File: src/design/ocpm_defines.svh
// Register offsets, field positions, reset values and the oscillator frequency table.
// Included by the package, the oscillator divider, the power manager and the bench; holds definitions only.
`ifndef OCPM_DEFINES_SVH
`define OCPM_DEFINES_SVH
`define OCPM_ADDR_W 8
`define OCPM_ADDR_CTRL 8'h00
`define OCPM_ADDR_STBY 8'h04
`define OCPM_ADDR_CLKEN 8'h08
`define OCPM_ADDR_BANKOFF 8'h0c
`define OCPM_ADDR_GUARD 8'h10
`define OCPM_ADDR_GUARDSB 8'h14
`define OCPM_ADDR_STATUS 8'h18
`define OCPM_CTRL_W 7
`define OCPM_CTRL_ROUTE 0
`define OCPM_CTRL_DIV_LSB 1
`define OCPM_CTRL_DIV_W 4
`define OCPM_CTRL_OSC_OFF 5
`define OCPM_CTRL_PLL_OFF 6
`define OCPM_CTRL_RST 7'h00
`define OCPM_STBY_W 4
`define OCPM_STBY_BG 0
`define OCPM_STBY_POR 1
`define OCPM_STBY_OSC 2
`define OCPM_STBY_PLL 3
`define OCPM_STBY_RST 4'h0
`define OCPM_CLKEN_RST 1'b1
`define OCPM_BANKOFF_RST 1'b0
`define OCPM_GUARD_RST 1'b0
`define OCPM_ST_DROP 10
`define OCPM_SEL_W 5
`define OCPM_FREQ_COUNT 5'h15
`define OCPM_FREQ_DEFAULT 5'h00
`define OCPM_FREQ_ENTRY_W 18
`define OCPM_FREQ_TABLE_W 378
`define OCPM_CLK_KHZ 18'h30d40
`define OCPM_FREQ_KHZ_TABLE { \
  18'h20788, 18'h15a5e, 18'h103c4, 18'h0cfd0, 18'h0ad2a, 18'h09470, 18'h081e2, \
  18'h07378, 18'h067e8, 18'h04fec, 18'h039bc, 18'h033f4, 18'h027f6, 18'h023d2, \
  18'h02076, 18'h01b58, 18'h015a4, 18'h010c2, 18'h00c62, 18'h0099c, 18'h00820}
`endif

File: src/design/ocpm_pkg.sv
// Shared types: standby sequencer states and the oscillator half-period table.
// Expects the defines header on the include path.
`include "ocpm_defines.svh"
package ocpm_pkg;
  typedef enum logic [1:0] {
    OCPM_RUN = 2'b00,
    OCPM_DRAIN = 2'b01,
    OCPM_STBY = 2'b10
  } ocpm_state_type;
  typedef logic [7:0] ocpm_half_lut_type [`OCPM_FREQ_COUNT];
endpackage : ocpm_pkg

File: src/design/ocpm_sync.sv
// Two-stage synchroniser for asynchronous pin levels.
// Assumes inputs are slow levels; pulses shorter than one clock may be missed.
`timescale 1ns/1ps
module ocpm_sync #(
  parameter int W = 1
) (
  input wire logic clk,
  input wire logic resetn,
  input wire logic ce,
  input wire logic [W-1:0] din,
  output logic [W-1:0] dout
);
  logic [W-1:0] stage1;

  if (W < 1) begin : g_bad_width
    $error("ocpm_sync: width must be at least one");
  end

  always_ff @(posedge clk or negedge resetn) begin
    if (!resetn) begin
      stage1 <= '0;
      dout <= '0;
    end else if (ce) begin
      stage1 <= din;
      dout <= stage1;
    end
  end
endmodule : ocpm_sync

File: src/design/ocpm_osc_divider.sv
// Oscillator model: master clock from clk by a per-frequency half-period count.
// Assumes freqSel is always a valid table index; the top loads the default for out-of-range choices.
`timescale 1ns/1ps
`include "ocpm_defines.svh"
module ocpm_osc_divider #(
  parameter int DIVW = 4
) (
  input wire logic clk,
  input wire logic resetn,
  input wire logic ce,
  input wire logic run,
  input wire logic [`OCPM_SEL_W-1:0] freqSel,
  input wire logic [DIVW-1:0] divSel,
  output logic oscClk,
  output logic [`OCPM_SEL_W-1:0] curSel
);
  localparam int LW = 8 + DIVW + 1;

  function automatic ocpm_pkg::ocpm_half_lut_type build_lut();
    ocpm_pkg::ocpm_half_lut_type lut;
    logic [`OCPM_FREQ_TABLE_W-1:0] tab;
    int f;
    int h;
    tab = `OCPM_FREQ_KHZ_TABLE;
    for (int i = 0; i < `OCPM_FREQ_COUNT; i++) begin
      f = int'(tab[i*`OCPM_FREQ_ENTRY_W +: `OCPM_FREQ_ENTRY_W]);
      h = (int'(`OCPM_CLK_KHZ) + f) / (2 * f);
      lut[i] = 8'((h < 1) ? 1 : h);
    end
    return lut;
  endfunction : build_lut

  // Rounded to whole clk cycles; the fastest settings only approximate
  localparam ocpm_pkg::ocpm_half_lut_type HALF_LUT = build_lut();

  logic [LW-1:0] cnt;
  logic [LW-1:0] curLen;
  logic [LW-1:0] nextLen;

  if (DIVW < 1 || DIVW > 8) begin : g_bad_div
    $error("ocpm_osc_divider: divider width must lie in 1..8");
  end

  always_comb begin
    nextLen = LW'(HALF_LUT[freqSel]) * (LW'(divSel) + LW'(1));
  end

  // New length only taken at the end of a low phase, so no runt pulse
  always_ff @(posedge clk or negedge resetn) begin
    if (!resetn) begin
      cnt <= '0;
      oscClk <= 1'b0;
      curLen <= LW'(HALF_LUT[`OCPM_FREQ_DEFAULT]);
      curSel <= `OCPM_FREQ_DEFAULT;
    end else if (ce) begin
      if (cnt != '0) begin
        cnt <= cnt - LW'(1);
      end else if (oscClk) begin
        oscClk <= 1'b0;
        cnt <= curLen - LW'(1);
      end else if (run) begin
        curLen <= nextLen;
        curSel <= freqSel;
        oscClk <= 1'b1;
        cnt <= nextLen - LW'(1);
      end
    end
  end
endmodule : ocpm_osc_divider

File: src/design/ocpm_power_manager.sv
// Oscillator control, standby power sequencing, clock and buffer gating.
// Assumes config strobes and serial-core standby/wake are on clk; pins are async.
`timescale 1ns/1ps
`include "ocpm_defines.svh"
module ocpm_power_manager #(
  parameter int NETS = 8,
  parameter int BANKS = 4,
  parameter int INBUFS = 16,
  parameter int DIVW = 4
) (
  input wire logic clk,
  input wire logic resetn,
  input wire logic ce,
  input wire logic cfgClkBitsValid,
  input wire logic cfgFreqGiven,
  input wire logic [`OCPM_SEL_W-1:0] cfgFreqSel,
  input wire logic cfgOscEnable,
  input wire logic cfgWakeEnable,
  input wire logic cfgLowVoltPart,
  input wire logic userOscEnable,
  input wire logic supplyDropMain,
  input wire logic supplyDropLow,
  input wire logic pllClksLow,
  input wire logic sbStandby,
  input wire logic sbWake,
  input wire logic [`OCPM_ADDR_W-1:0] regAddr,
  input wire logic [31:0] regWdata,
  input wire logic regWrite,
  input wire logic regRead,
  output logic [31:0] regRdata,
  output logic treeClk,
  output logic pllRefClk,
  output logic oscPowered,
  output logic pllPowerDown,
  output logic bandgapOff,
  output logic porMonitorOff,
  output logic reconfigReq,
  output logic standbyActive,
  output logic [NETS-1:0] netEnable,
  output logic [BANKS-1:0] bankBufOff,
  output logic [INBUFS-1:0] inBufOff
);
  logic [3:0] syncOut;
  logic userOscS;
  logic dropMainS;
  logic dropLowS;
  logic pllLowS;
  logic [`OCPM_CTRL_W-1:0] ctrlReg;
  logic [`OCPM_STBY_W-1:0] stbyReg;
  logic [BANKS-1:0] bankOffReg;
  logic [INBUFS-1:0] guardReg;
  logic [INBUFS-1:0] guardSbReg;
  logic [`OCPM_SEL_W-1:0] freqSel;
  logic [`OCPM_SEL_W-1:0] curSel;
  logic oscClk;
  logic dropSeen;
  logic stbyReq;
  logic wakeReq;
  logic bgEff;
  logic bgCut;
  logic pllOffReq;
  logic oscRunReq;
  logic dropNow;
  logic inStby;
  logic [31:0] statusWord;
  ocpm_pkg::ocpm_state_type state;
  ocpm_pkg::ocpm_state_type next_state;

  if (NETS < 1 || NETS > 32 || BANKS < 1 || BANKS > 32 || INBUFS < 1 || INBUFS > 32)
  begin : g_bad_size
    $error("ocpm_power_manager: net, bank and buffer counts must lie in 1..32");
  end
  if (DIVW < 1 || DIVW > `OCPM_CTRL_DIV_W) begin : g_bad_div
    $error("ocpm_power_manager: divider width does not fit the control field");
  end

  // Pins and the PLL status come from other domains
  ocpm_sync #(
    .W(4)
  ) u_sync (
    .clk(clk),
    .resetn(resetn),
    .ce(ce),
    .din({userOscEnable, supplyDropMain, supplyDropLow, pllClksLow}),
    .dout(syncOut)
  );

  assign userOscS = syncOut[3];
  assign dropMainS = syncOut[2];
  assign dropLowS = syncOut[1];
  assign pllLowS = syncOut[0];

  // Register writes
  always_ff @(posedge clk or negedge resetn) begin
    if (!resetn) begin
      ctrlReg <= `OCPM_CTRL_RST;
      stbyReg <= `OCPM_STBY_RST;
      netEnable <= {NETS{`OCPM_CLKEN_RST}};
      bankOffReg <= {BANKS{`OCPM_BANKOFF_RST}};
      guardReg <= {INBUFS{`OCPM_GUARD_RST}};
      guardSbReg <= {INBUFS{`OCPM_GUARD_RST}};
    end else if (ce && regWrite) begin
      case (regAddr)
        `OCPM_ADDR_CTRL: begin
          ctrlReg <= regWdata[`OCPM_CTRL_W-1:0];
        end
        `OCPM_ADDR_STBY: begin
          stbyReg <= regWdata[`OCPM_STBY_W-1:0];
        end
        `OCPM_ADDR_CLKEN: begin
          netEnable <= regWdata[NETS-1:0];
        end
        `OCPM_ADDR_BANKOFF: begin
          bankOffReg <= regWdata[BANKS-1:0];
        end
        `OCPM_ADDR_GUARD: begin
          guardReg <= regWdata[INBUFS-1:0];
        end
        `OCPM_ADDR_GUARDSB: begin
          guardSbReg <= regWdata[INBUFS-1:0];
        end
        default: begin
        end
      endcase
    end
  end

  // Register reads; data valid only in the cycle after the strobe
  always_comb begin
    statusWord = 32'({dropSeen, porMonitorOff, bandgapOff, pllPowerDown,
                      standbyActive, oscPowered, curSel});
  end

  always_ff @(posedge clk or negedge resetn) begin
    if (!resetn) begin
      regRdata <= '0;
    end else if (ce) begin
      if (regRead) begin
        case (regAddr)
          `OCPM_ADDR_CTRL: regRdata <= 32'(ctrlReg);
          `OCPM_ADDR_STBY: regRdata <= 32'(stbyReg);
          `OCPM_ADDR_CLKEN: regRdata <= 32'(netEnable);
          `OCPM_ADDR_BANKOFF: regRdata <= 32'(bankOffReg);
          `OCPM_ADDR_GUARD: regRdata <= 32'(guardReg);
          `OCPM_ADDR_GUARDSB: regRdata <= 32'(guardSbReg);
          `OCPM_ADDR_STATUS: regRdata <= statusWord;
          default: regRdata <= '0;
        endcase
      end else begin
        regRdata <= '0;
      end
    end
  end

  // Master clock frequency selection
  always_ff @(posedge clk or negedge resetn) begin
    if (!resetn) begin
      freqSel <= `OCPM_FREQ_DEFAULT;
    end else if (ce && cfgClkBitsValid) begin
      if (cfgFreqGiven && cfgFreqSel < `OCPM_FREQ_COUNT) begin
        freqSel <= cfgFreqSel;
      end else begin
        freqSel <= `OCPM_FREQ_DEFAULT;
      end
    end
  end

  a_default_freq: assert property (@(posedge clk) disable iff (!resetn)
    (ce && cfgClkBitsValid && !cfgFreqGiven) |=> (freqSel == `OCPM_FREQ_DEFAULT))
    else $error("Missing frequency choice did not restore the default");

  a_freq_load: assert property (@(posedge clk) disable iff (!resetn)
    (ce && cfgClkBitsValid && cfgFreqGiven && cfgFreqSel < `OCPM_FREQ_COUNT)
    |=> (freqSel == $past(cfgFreqSel)))
    else $error("Configured frequency not taken on the clock bits");

  // Standby sequencer
  assign stbyReq = cfgWakeEnable & sbStandby;
  assign wakeReq = cfgWakeEnable & sbWake;
  assign inStby = (state == ocpm_pkg::OCPM_STBY);
  assign bgEff = stbyReg[`OCPM_STBY_BG] & cfgLowVoltPart;

  always_comb begin
    next_state = state;
    case (state)
      ocpm_pkg::OCPM_RUN: begin
        if (stbyReq) begin
          if (stbyReg[`OCPM_STBY_PLL] || bgEff) begin
            next_state = ocpm_pkg::OCPM_DRAIN;
          end else begin
            next_state = ocpm_pkg::OCPM_STBY;
          end
        end
      end
      ocpm_pkg::OCPM_DRAIN: begin
        if (wakeReq) begin
          next_state = ocpm_pkg::OCPM_RUN;
        end else if (pllLowS) begin
          next_state = ocpm_pkg::OCPM_STBY;
        end
      end
      ocpm_pkg::OCPM_STBY: begin
        if (wakeReq) begin
          next_state = ocpm_pkg::OCPM_RUN;
        end
      end
      default: begin
        next_state = ocpm_pkg::OCPM_RUN;
      end
    endcase
  end

  always_ff @(posedge clk or negedge resetn) begin
    if (!resetn) begin
      state <= ocpm_pkg::OCPM_RUN;
      standbyActive <= 1'b0;
    end else if (ce) begin
      state <= next_state;
      standbyActive <= (next_state == ocpm_pkg::OCPM_STBY);
    end
  end

  a_wake_gated: assert property (@(posedge clk) disable iff (!resetn)
    (state == ocpm_pkg::OCPM_RUN && !cfgWakeEnable) |=> (state == ocpm_pkg::OCPM_RUN))
    else $error("Standby entered without wake-up enable");

  // Bandgap waits for the PLL so its clocks are low before power goes
  assign bgCut = inStby & bgEff & pllPowerDown;
  assign pllOffReq = ctrlReg[`OCPM_CTRL_PLL_OFF] |
                     ((state != ocpm_pkg::OCPM_RUN) & (stbyReg[`OCPM_STBY_PLL] | bgEff));
  assign oscRunReq = cfgOscEnable & userOscS & ~ctrlReg[`OCPM_CTRL_OSC_OFF] &
                     ~(inStby & stbyReg[`OCPM_STBY_OSC]) & ~bgCut;

  always_ff @(posedge clk or negedge resetn) begin
    if (!resetn) begin
      pllPowerDown <= 1'b0;
    end else if (ce) begin
      pllPowerDown <= pllOffReq & (pllPowerDown | pllLowS);
    end
  end

  a_pll_low_first: assert property (@(posedge clk) disable iff (!resetn)
    $rose(pllPowerDown) |-> $past(pllLowS))
    else $error("PLL powered off before its output clocks were low");

  always_ff @(posedge clk or negedge resetn) begin
    if (!resetn) begin
      oscPowered <= 1'b0;
      bandgapOff <= 1'b0;
      porMonitorOff <= 1'b0;
      bankBufOff <= '0;
      inBufOff <= '0;
    end else if (ce) begin
      oscPowered <= oscRunReq;
      bandgapOff <= bgCut;
      porMonitorOff <= (inStby & stbyReg[`OCPM_STBY_POR]) | bgCut;
      bankBufOff <= bankOffReg | {BANKS{bgCut}};
      inBufOff <= guardReg | (guardSbReg & {INBUFS{inStby}});
    end
  end

  a_osc_user_off: assert property (@(posedge clk) disable iff (!resetn)
    (ce && !(userOscS && cfgOscEnable)) |=> !oscPowered)
    else $error("Oscillator powered while disabled");

  a_stby_osc_off: assert property (@(posedge clk) disable iff (!resetn)
    (ce && inStby && stbyReg[`OCPM_STBY_OSC]) |=> !oscPowered)
    else $error("Oscillator still powered in standby");

  a_guard_gate: assert property (@(posedge clk) disable iff (!resetn)
    ce |=> ((inBufOff & $past(guardReg)) == $past(guardReg)))
    else $error("Guarded input buffer left on");

  a_bg_low_volt: assert property (@(posedge clk) disable iff (!resetn)
    bandgapOff |-> cfgLowVoltPart)
    else $error("Bandgap shut down on a part that is not low voltage");

  a_bg_analog_off: assert property (@(posedge clk) disable iff (!resetn)
    bandgapOff |-> (porMonitorOff && pllPowerDown && !oscPowered && (&bankBufOff)))
    else $error("Analog circuits still on while bandgap is off");

  // The precise detector only while the monitor runs; the coarse one always
  assign dropNow = (dropMainS & ~porMonitorOff) | dropLowS;

  always_ff @(posedge clk or negedge resetn) begin
    if (!resetn) begin
      reconfigReq <= 1'b0;
      dropSeen <= 1'b0;
    end else if (ce) begin
      reconfigReq <= dropNow;
      dropSeen <= dropNow | (dropSeen & ~(regWrite && regAddr == `OCPM_ADDR_STATUS &&
                                          regWdata[`OCPM_ST_DROP]));
    end
  end

  a_drop_reconfig: assert property (@(posedge clk) disable iff (!resetn)
    (ce && dropLowS) |=> (reconfigReq && dropSeen))
    else $error("Supply drop did not request reconfiguration");

  // Oscillator and its routing
  ocpm_osc_divider #(
    .DIVW(DIVW)
  ) u_osc (
    .clk(clk),
    .resetn(resetn),
    .ce(ce),
    .run(oscPowered),
    .freqSel(freqSel),
    .divSel(ctrlReg[`OCPM_CTRL_DIV_LSB +: DIVW]),
    .oscClk(oscClk),
    .curSel(curSel)
  );

  always_ff @(posedge clk or negedge resetn) begin
    if (!resetn) begin
      treeClk <= 1'b0;
      pllRefClk <= 1'b0;
    end else if (ce) begin
      treeClk <= oscClk & ~ctrlReg[`OCPM_CTRL_ROUTE];
      pllRefClk <= oscClk & ctrlReg[`OCPM_CTRL_ROUTE];
    end
  end

  a_route_excl: assert property (@(posedge clk) disable iff (!resetn)
    !(treeClk && pllRefClk))
    else $error("Oscillator routed to tree and PLL at once");

  a_route_tree: assert property (@(posedge clk) disable iff (!resetn)
    (ce && !ctrlReg[`OCPM_CTRL_ROUTE]) |=> (treeClk == $past(oscClk)))
    else $error("Oscillator clock not passed to the clock tree");
endmodule : ocpm_power_manager

File: config.mk
export PLATFORM = sky130hd
export DESIGN_NAME = ocpm_power_manager
export DESIGN_NICKNAME = d
export VERILOG_FILES = /design/src/design/ocpm_pkg.sv /design/src/design/ocpm_sync.sv /design/src/design/ocpm_osc_divider.sv /design/src/design/ocpm_power_manager.sv
export VERILOG_INCLUDE_DIRS = /design/src /design/src/design
export SDC_FILE = /design/constraint.sdc
export NUM_CORES = 1
export LEC_CHECK = 0
export BUFFER_PORTS_ARGS = -buffer_cell sky130_fd_sc_hd__buf_2
export CORE_ASPECT_RATIO = 0.6
export CORE_MARGIN = 2
export CORE_UTILIZATION = 52
export DETAILED_ROUTE_END_ITERATION = 10
export MAX_ROUTING_LAYER = met4
export PLACE_DENSITY = 0.79
export SETUP_SLACK_MARGIN = 0.3
export SLEW_MARGIN = 20
export SYNTH_ARGS = -nofsm -noshare
export SYNTH_HDL_FRONTEND = slang
export SYNTH_SLANG_ARGS = --single-unit
File: constraint.sdc
create_clock -name clk -period 5 [get_ports clk]
set_input_delay 1.25 -clock clk [delete_from_list [all_inputs] [get_ports clk]]
set_output_delay 1.25 -clock clk [all_outputs]
set_load 0.005 [all_outputs]
# Word-level counts from Yosys, hierarchy flattened
# Memory sizes are Yosys's and may differ from the RTL's.
# Index checks and enable logic that the tools add are counted.
[op_classes]
n_addsub = 4
mul = 1
order_cmp = 2
eq_ne = 9
mux = 16
n_bitwise = 35
reduce_logical = 20
[ops]
columns = ["cell", "n"]
rows = [
  ["16-bit case mux with 7 select lines", 1],
  ["13-bit two-way mux", 3],
  ["13-bit by 1-bit subtractor with 13-bit output, second input constant", 3],
  ["32-bit two-way mux", 1],
  ["8-bit by 5-bit equality test with 1-bit output, second input constant", 3],
  ["1-bit bitwise AND", 17],
  ["16-bit bitwise AND", 1],
  ["8-bit by 4-bit equality test with 1-bit output, second input constant", 2],
  ["8-bit two-way mux", 2],
  ["16-bit bitwise OR", 1],
  ["2-bit AND reduction", 8],
  ["8-bit by 13-bit multiplier with 13-bit output", 1],
  ["13-bit nonzero test", 1],
  ["2-bit two-way mux", 5],
  ["8-bit by 3-bit equality test with 1-bit output, second input constant", 1],
  ["8-bit logical NOT", 1],
  ["1-bit NOT", 8],
  ["6-bit greater-or-equal comparator, second input constant", 1],
  ["5-bit NOT with 6-bit output", 1],
  ["1-bit bitwise OR", 6],
  ["2-bit case mux with 3 select lines", 1],
  ["4-bit by 1-bit adder with 5-bit output, second input constant", 1],
  ["1-bit logical AND", 5],
  ["5-bit less-than comparator, second input constant", 1],
  ["other kinds (10)", 12],
]
[totals]
register_bits = 163
romBits = 256
elab_cells = 114
n_memories = 1
[mem_list]
columns = ["name", "words", "width", "read_ports", "rd_clocked_by_memory_dff", "wr", "line_no", "rtl"]
rows = [
  ["(no name shown)", 32, 8, 1, 0, 0, "ocpm_osc_divider.sv:45", "nextLen = LW'(HALF_LUT[freqSel]) * (LW'(divSel) + LW'(1));"],
]

# Logic depth before layout (Yosys ltp)
[logic_depth]
depth_word = 9
depth_mapped = 21

# Hierarchy
# A second synthesis with hierarchy kept.
[hier_totals]
hier_cells = 793
area_unflattened_um2 = 8323.0
[by_module_without_submodules]
columns = ["mod", "instances", "cells_each", "area_per_inst_um2"]
rows = [
  ["ocpm_power_manager", 1, 430, 5041.1],
  ["ocpm_osc_divider", 1, 346, 2950.3],
  ["ocpm_sync", 1, 17, 331.6],
]

# Worst setup path before layout
# OpenSTA, ideal clock, no wires.
[synth_path]
path_kind = "register -> register"
from = "register freqSel[1]"
to = "register u_osc.cnt[10]"
setup_time_ns = 0.094
t_arrival_ns = 5.087
slack_ns = -0.181
path_stages_with_launch = 20
cell_sequence = "dfrtp_1 -> inv_1 -> ha_1 -> and2_1 -> o21ai_0 -> nand3_1 -> or2_2 -> fa_1 -> fa_1 -> fa_1 -> inv_1 -> ha_1 -> nor2b_1 -> o2111ai_1 -> nand3_1 -> a31oi_1 -> mux2_2 -> nor2_1 -> and4b_1 -> a211oi_1"
[synth_between]
elab_chain_len = 9
[synth_lines]
columns = ["element", "line_no", "rtl"]
rows = [
  ["from (decl)", "ocpm_power_manager.sv:53", "logic [`OCPM_SEL_W-1:0] freqSel;"],
  ["from (signal assigned)", "ocpm_power_manager.sv:158", "freqSel <= `OCPM_FREQ_DEFAULT;"],
  ["from (signal assigned)", "ocpm_power_manager.sv:161", "freqSel <= cfgFreqSel;"],
  ["from (signal assigned)", "ocpm_power_manager.sv:163", "freqSel <= `OCPM_FREQ_DEFAULT;"],
  ["5-bit NOT with 6-bit output (not written as such)", "ocpm_osc_divider.sv:45", ""],
  ["memory 32 x 8 bit", "--", ""],
  ["8-bit two-way mux (not written as such) (2 in series)", "ocpm_osc_divider.sv:45", ""],
  ["8-bit by 13-bit multiplier with 13-bit output", "ocpm_osc_divider.sv:45", ""],
  ["13-bit by 1-bit subtractor with 13-bit output", "ocpm_osc_divider.sv:65", "cnt <= nextLen - LW'(1);"],
  ["13-bit two-way mux", "ocpm_osc_divider.sv:61", "end else if (run) begin"],
  ["13-bit two-way mux", "ocpm_osc_divider.sv:58", "end else if (oscClk) begin"],
  ["13-bit two-way mux", "ocpm_osc_divider.sv:56", "if (cnt != '0) begin"],
  ["to (signal assigned)", "ocpm_osc_divider.sv:57", "cnt <= cnt - LW'(1);"],
  ["to (signal assigned)", "ocpm_osc_divider.sv:60", "cnt <= curLen - LW'(1);"],
  ["to (signal assigned)", "ocpm_osc_divider.sv:65", ""],
  ["to (decl)", "ocpm_osc_divider.sv:36", "logic [LW-1:0] cnt;"],
]
# No other way between the ends. The select of a mux whose other input is x is not followed.
# A chain may end at the register's enable or synchronous reset.

# Worst setup path after layout
# Ends and elaborated chain as after synthesis.

==> run summary <==
Post-layout util -> 0.660
Synth async-reset ratio -> 1.00
Routed wire per std cell -> 19.4 um
Flops & latches, synth -> 146
Reg-to-reg critical path startpoint -> freqSel[1]
Yosys cell types -> 67
Worst skew pair latency -> 0.42 ns
Simple-Gate Fraction of Synth Area -> 0.129
Crit start category -> flip-flop
Wl on met1 -> 10.1 mm
Fin crit share -> 0.974
Final slew viol count -> 0
Crit path from -> freqSel[1]
Tmin final -> 4.87 ns
Metal3 WL -> 2.02 mm
Pin count of the biggest net entering global routing -> 98
CP arrival -> 5.21 ns
XOR/XNOR Fraction of Synth Area -> 0.0140
GP Congestion -> 0.870
Commonest cells post-synth -> dfrtp_1 (136), mux2_2 (66), nor2_1 (65), a21oi_1 (52), nand2_1 (50)
RSZ-0062 raised after global routing -> yes
Ports -> 129
Vias per cell -> 5.92
CTS sink cnt -> 146
Maximum clock path buffer count -> 2
EDFF count, synth -> 0
Core ar. -> 0.0153 mm^2
CP max FO -> 6
Fraction of layout instances using a drive strength above 1 -> 0.386
Fill count -> 1158
Row count -> 35
Post-DP HPWL -> 14.7 mm
Register area share after synthesis -> 0.449
CTS tree -> yes
Maxcap violations -> 0
Relative slew margins -> 0.380
Worst Hold Class -> flip-flop to flip-flop
Mapped Avg Cell Area -> 10.7 um^2
Post-Syn Area -> 0.00816 mm^2
Vias in the first global route -> 6487
Finish-stage setup viols -> 0
Fin. Hold Viols -> 0
Multiplexer area fraction after synthesis -> 0.149
Tightest Pin Transition -> 0.929 ns
LEAKAGE -> 0.00478 uW
Cell taking the most area after synthesis -> dfrtp_1
First-pass GRT wire length -> 34.6 mm
Die Area -> 0.0167 mm^2
Layout area overhead -> 23.9%
Met2 wire length -> 9.30 mm
Worst min-delay path startpoint -> u_osc.cnt[12]
I/O Buffers -> 96
Total Nets Final -> 1008
Die X -> 166 um
Top layer in use -> met4
Gr usage total -> 0.271
CTS Buf Count -> 17
Routed WL -> 21.8 mm
Synth top area cells -> dfrtp_1 (42%), mux2_2 (9.1%), ha_1 (4.3%)
Maximum vdd drop -> 271 uV
Die H -> 101 um
# DRC -> 0
Via count -> 6659
CTS HTree Levels -> 4
DRT Pass-1 Iters -> 5
Critical path capture point type -> flip-flop
Status -> finished, final reports clean
Ys flop type -> dfrtp_1
Hold Path Cell Cnt -> 1
Post-DRT Antenna Nets -> 0
Clock transition at path regs -> 0.07 ns
Post-synth top area share -> 0.417
Peak Freq -> 205 MHz
Placed cell count -> 1068
Grt ovf -> 0
Starting Density -> 0.532
Post-synthesis adder-cell area fraction -> 0.0724
Pwr per Cell Area -> 333 mW/mm^2
Top-count cell post-synth -> dfrtp_1
Synth warn -> 0
Complex-gate fraction of the synthesized area -> 0.138
Smallest hold slack -> 0.480 ns
CTS root buf -> clkbuf_16
FF-to-FF path depth -> 19
Worst Path Class, Setup -> flip-flop to flip-flop
Initial DRC count -> 715
Largest family of logic cells by synthesized area -> multiplexers
Non-Filler Instances -> 1124
Synth Instances -> 763
Initial antenna violation count -> 1
Setup Skew -> 0.0111 ns
Hold bufs inserted after CTS -> 0
WP data required -> 5.34 ns
[final cells by class]
class / count / area, um^2 / share of cell area
Timing Repair Buffer: 161 / 995 / 0.0984
Clock inverter: 15 / 170 / 0.0168
Tap cell: 203 / 254 / 0.0251
Antenna cell: 1 / 2.50 / 0.000247
Clock buffer: 17 / 425 / 0.0421
Multi-Input combinational cell: 554 / 4500 / 0.445
Inverter: 27 / 101 / 0.0100
Sequential cell: 146 / 3670 / 0.363
[routing by layer]
metal	GRT usage	up-vias
met5	-	-
met4	0.0716	0
met3	0.0679	34
met2	0.373	328
met1	0.398	3287
li1	-	3010
[flip-flops by register name (all words and copies together) (netlist names), 2 cells and up]
register,count
bankBufOff,4
bankOffReg,4
ctrlReg,7
freqSel,5
guardReg,16
guardSbReg,16
inBufOff,16
netEnable,8
regRdata,16
state,2
stbyReg,4
u_osc.cnt,13
u_osc.curLen,12
u_osc.curSel,5
u_sync.dout,4
u_sync.stage1,4
[path summary, 6_finish.rpt]
path,to,slack (ns)
max in group asynchronous,u_osc.curLen[5],3.08
min in group asynchronous,u_sync.stage1[0],0.90
min,u_osc.cnt[12],0.48
min reg2reg,u_osc.cnt[12],0.48
max,u_osc.cnt[10],0.13
max reg2reg,u_osc.cnt[10],0.13
[logic make-up after synthesis]
kind of cell | count (synthesis)
xor+xnor | 13
fa+ha+maj | 40
buf+inv | 78
mux | 102
simple gates | 204
other cells | 1
compound gates | 179
flops | 146
[critical path: stages, from the launching register on]
cell	delay, ns
dfrtp_1	0.36
buf_4	0.16
nor2_1	0.07
a211oi_2	0.25
a31oi_2	0.07
o21a_1	0.20
or2_2	0.29
fa_1	0.52
fa_1	0.44
fa_1	0.52
inv_2	0.05
ha_4	0.23
nor2b_4	0.15
o2111ai_4	0.23
nand3_4	0.12
a31oi_4	0.21
mux2_4	0.35
nor2_4	0.15
and4b_1	0.23
a211oi_2	0.19
[where the power goes]
part           internal [uW]  switching (uW)
clock network            712             579
registers               1280            99.0
logic                    305             392
total                   2290            1070
[cell usage in the layout (no fill, tap or decap), types with 6 or more instances in the layout]
cell type and instances:
a21o_1 7, inv_1 21, mux2_4 11, nand3_1 15, nor2_1 59, nor3_1 10, or2_2 6, a31oi_1 9
dfrtp_1 136, buf_4 62, mux2i_1 21, inv_2 6, mux2_2 65, nand2_1 50, buf_2 95, a21oi_1 50
fa_1 10, conb_1 16, o21ai_0 43, a22oi_1 9, clkbuf_16 17, o2bb2ai_1 16, dfstp_2 10, ha_1 20
[metrics by stage]
| step | setup slack, ns | cell area, um^2 | total power (uW) | setup TNS (ns) |
|---|---|---|---|---|
| 2_1_floorplan | 0.289 | 8300 | 1750 | 0 |
| 3_3_place_gp | 0.0184 | 9070 | 1940 | 0 |
| 3_5_place_dp | -0.00559 | 9070 | 1970 | -0.00559 |
| 4_1_cts | 0.144 | 9970 | 3310 | 0 |
| 5_1_grt | -0.0946 | 10100 | 3500 | -0.340 |
| 6_report | 0.131 | 10100 | 3360 | 0 |
[what timing repair did]
item / 4_1_cts / 5_1_grt
gates resized for setup: 32 / 24
pin swaps: 33 / 14
buffers inserted: 21 / 2
setup endpoints to repair: 8 / 10
(Power assumes the default switching activity.)
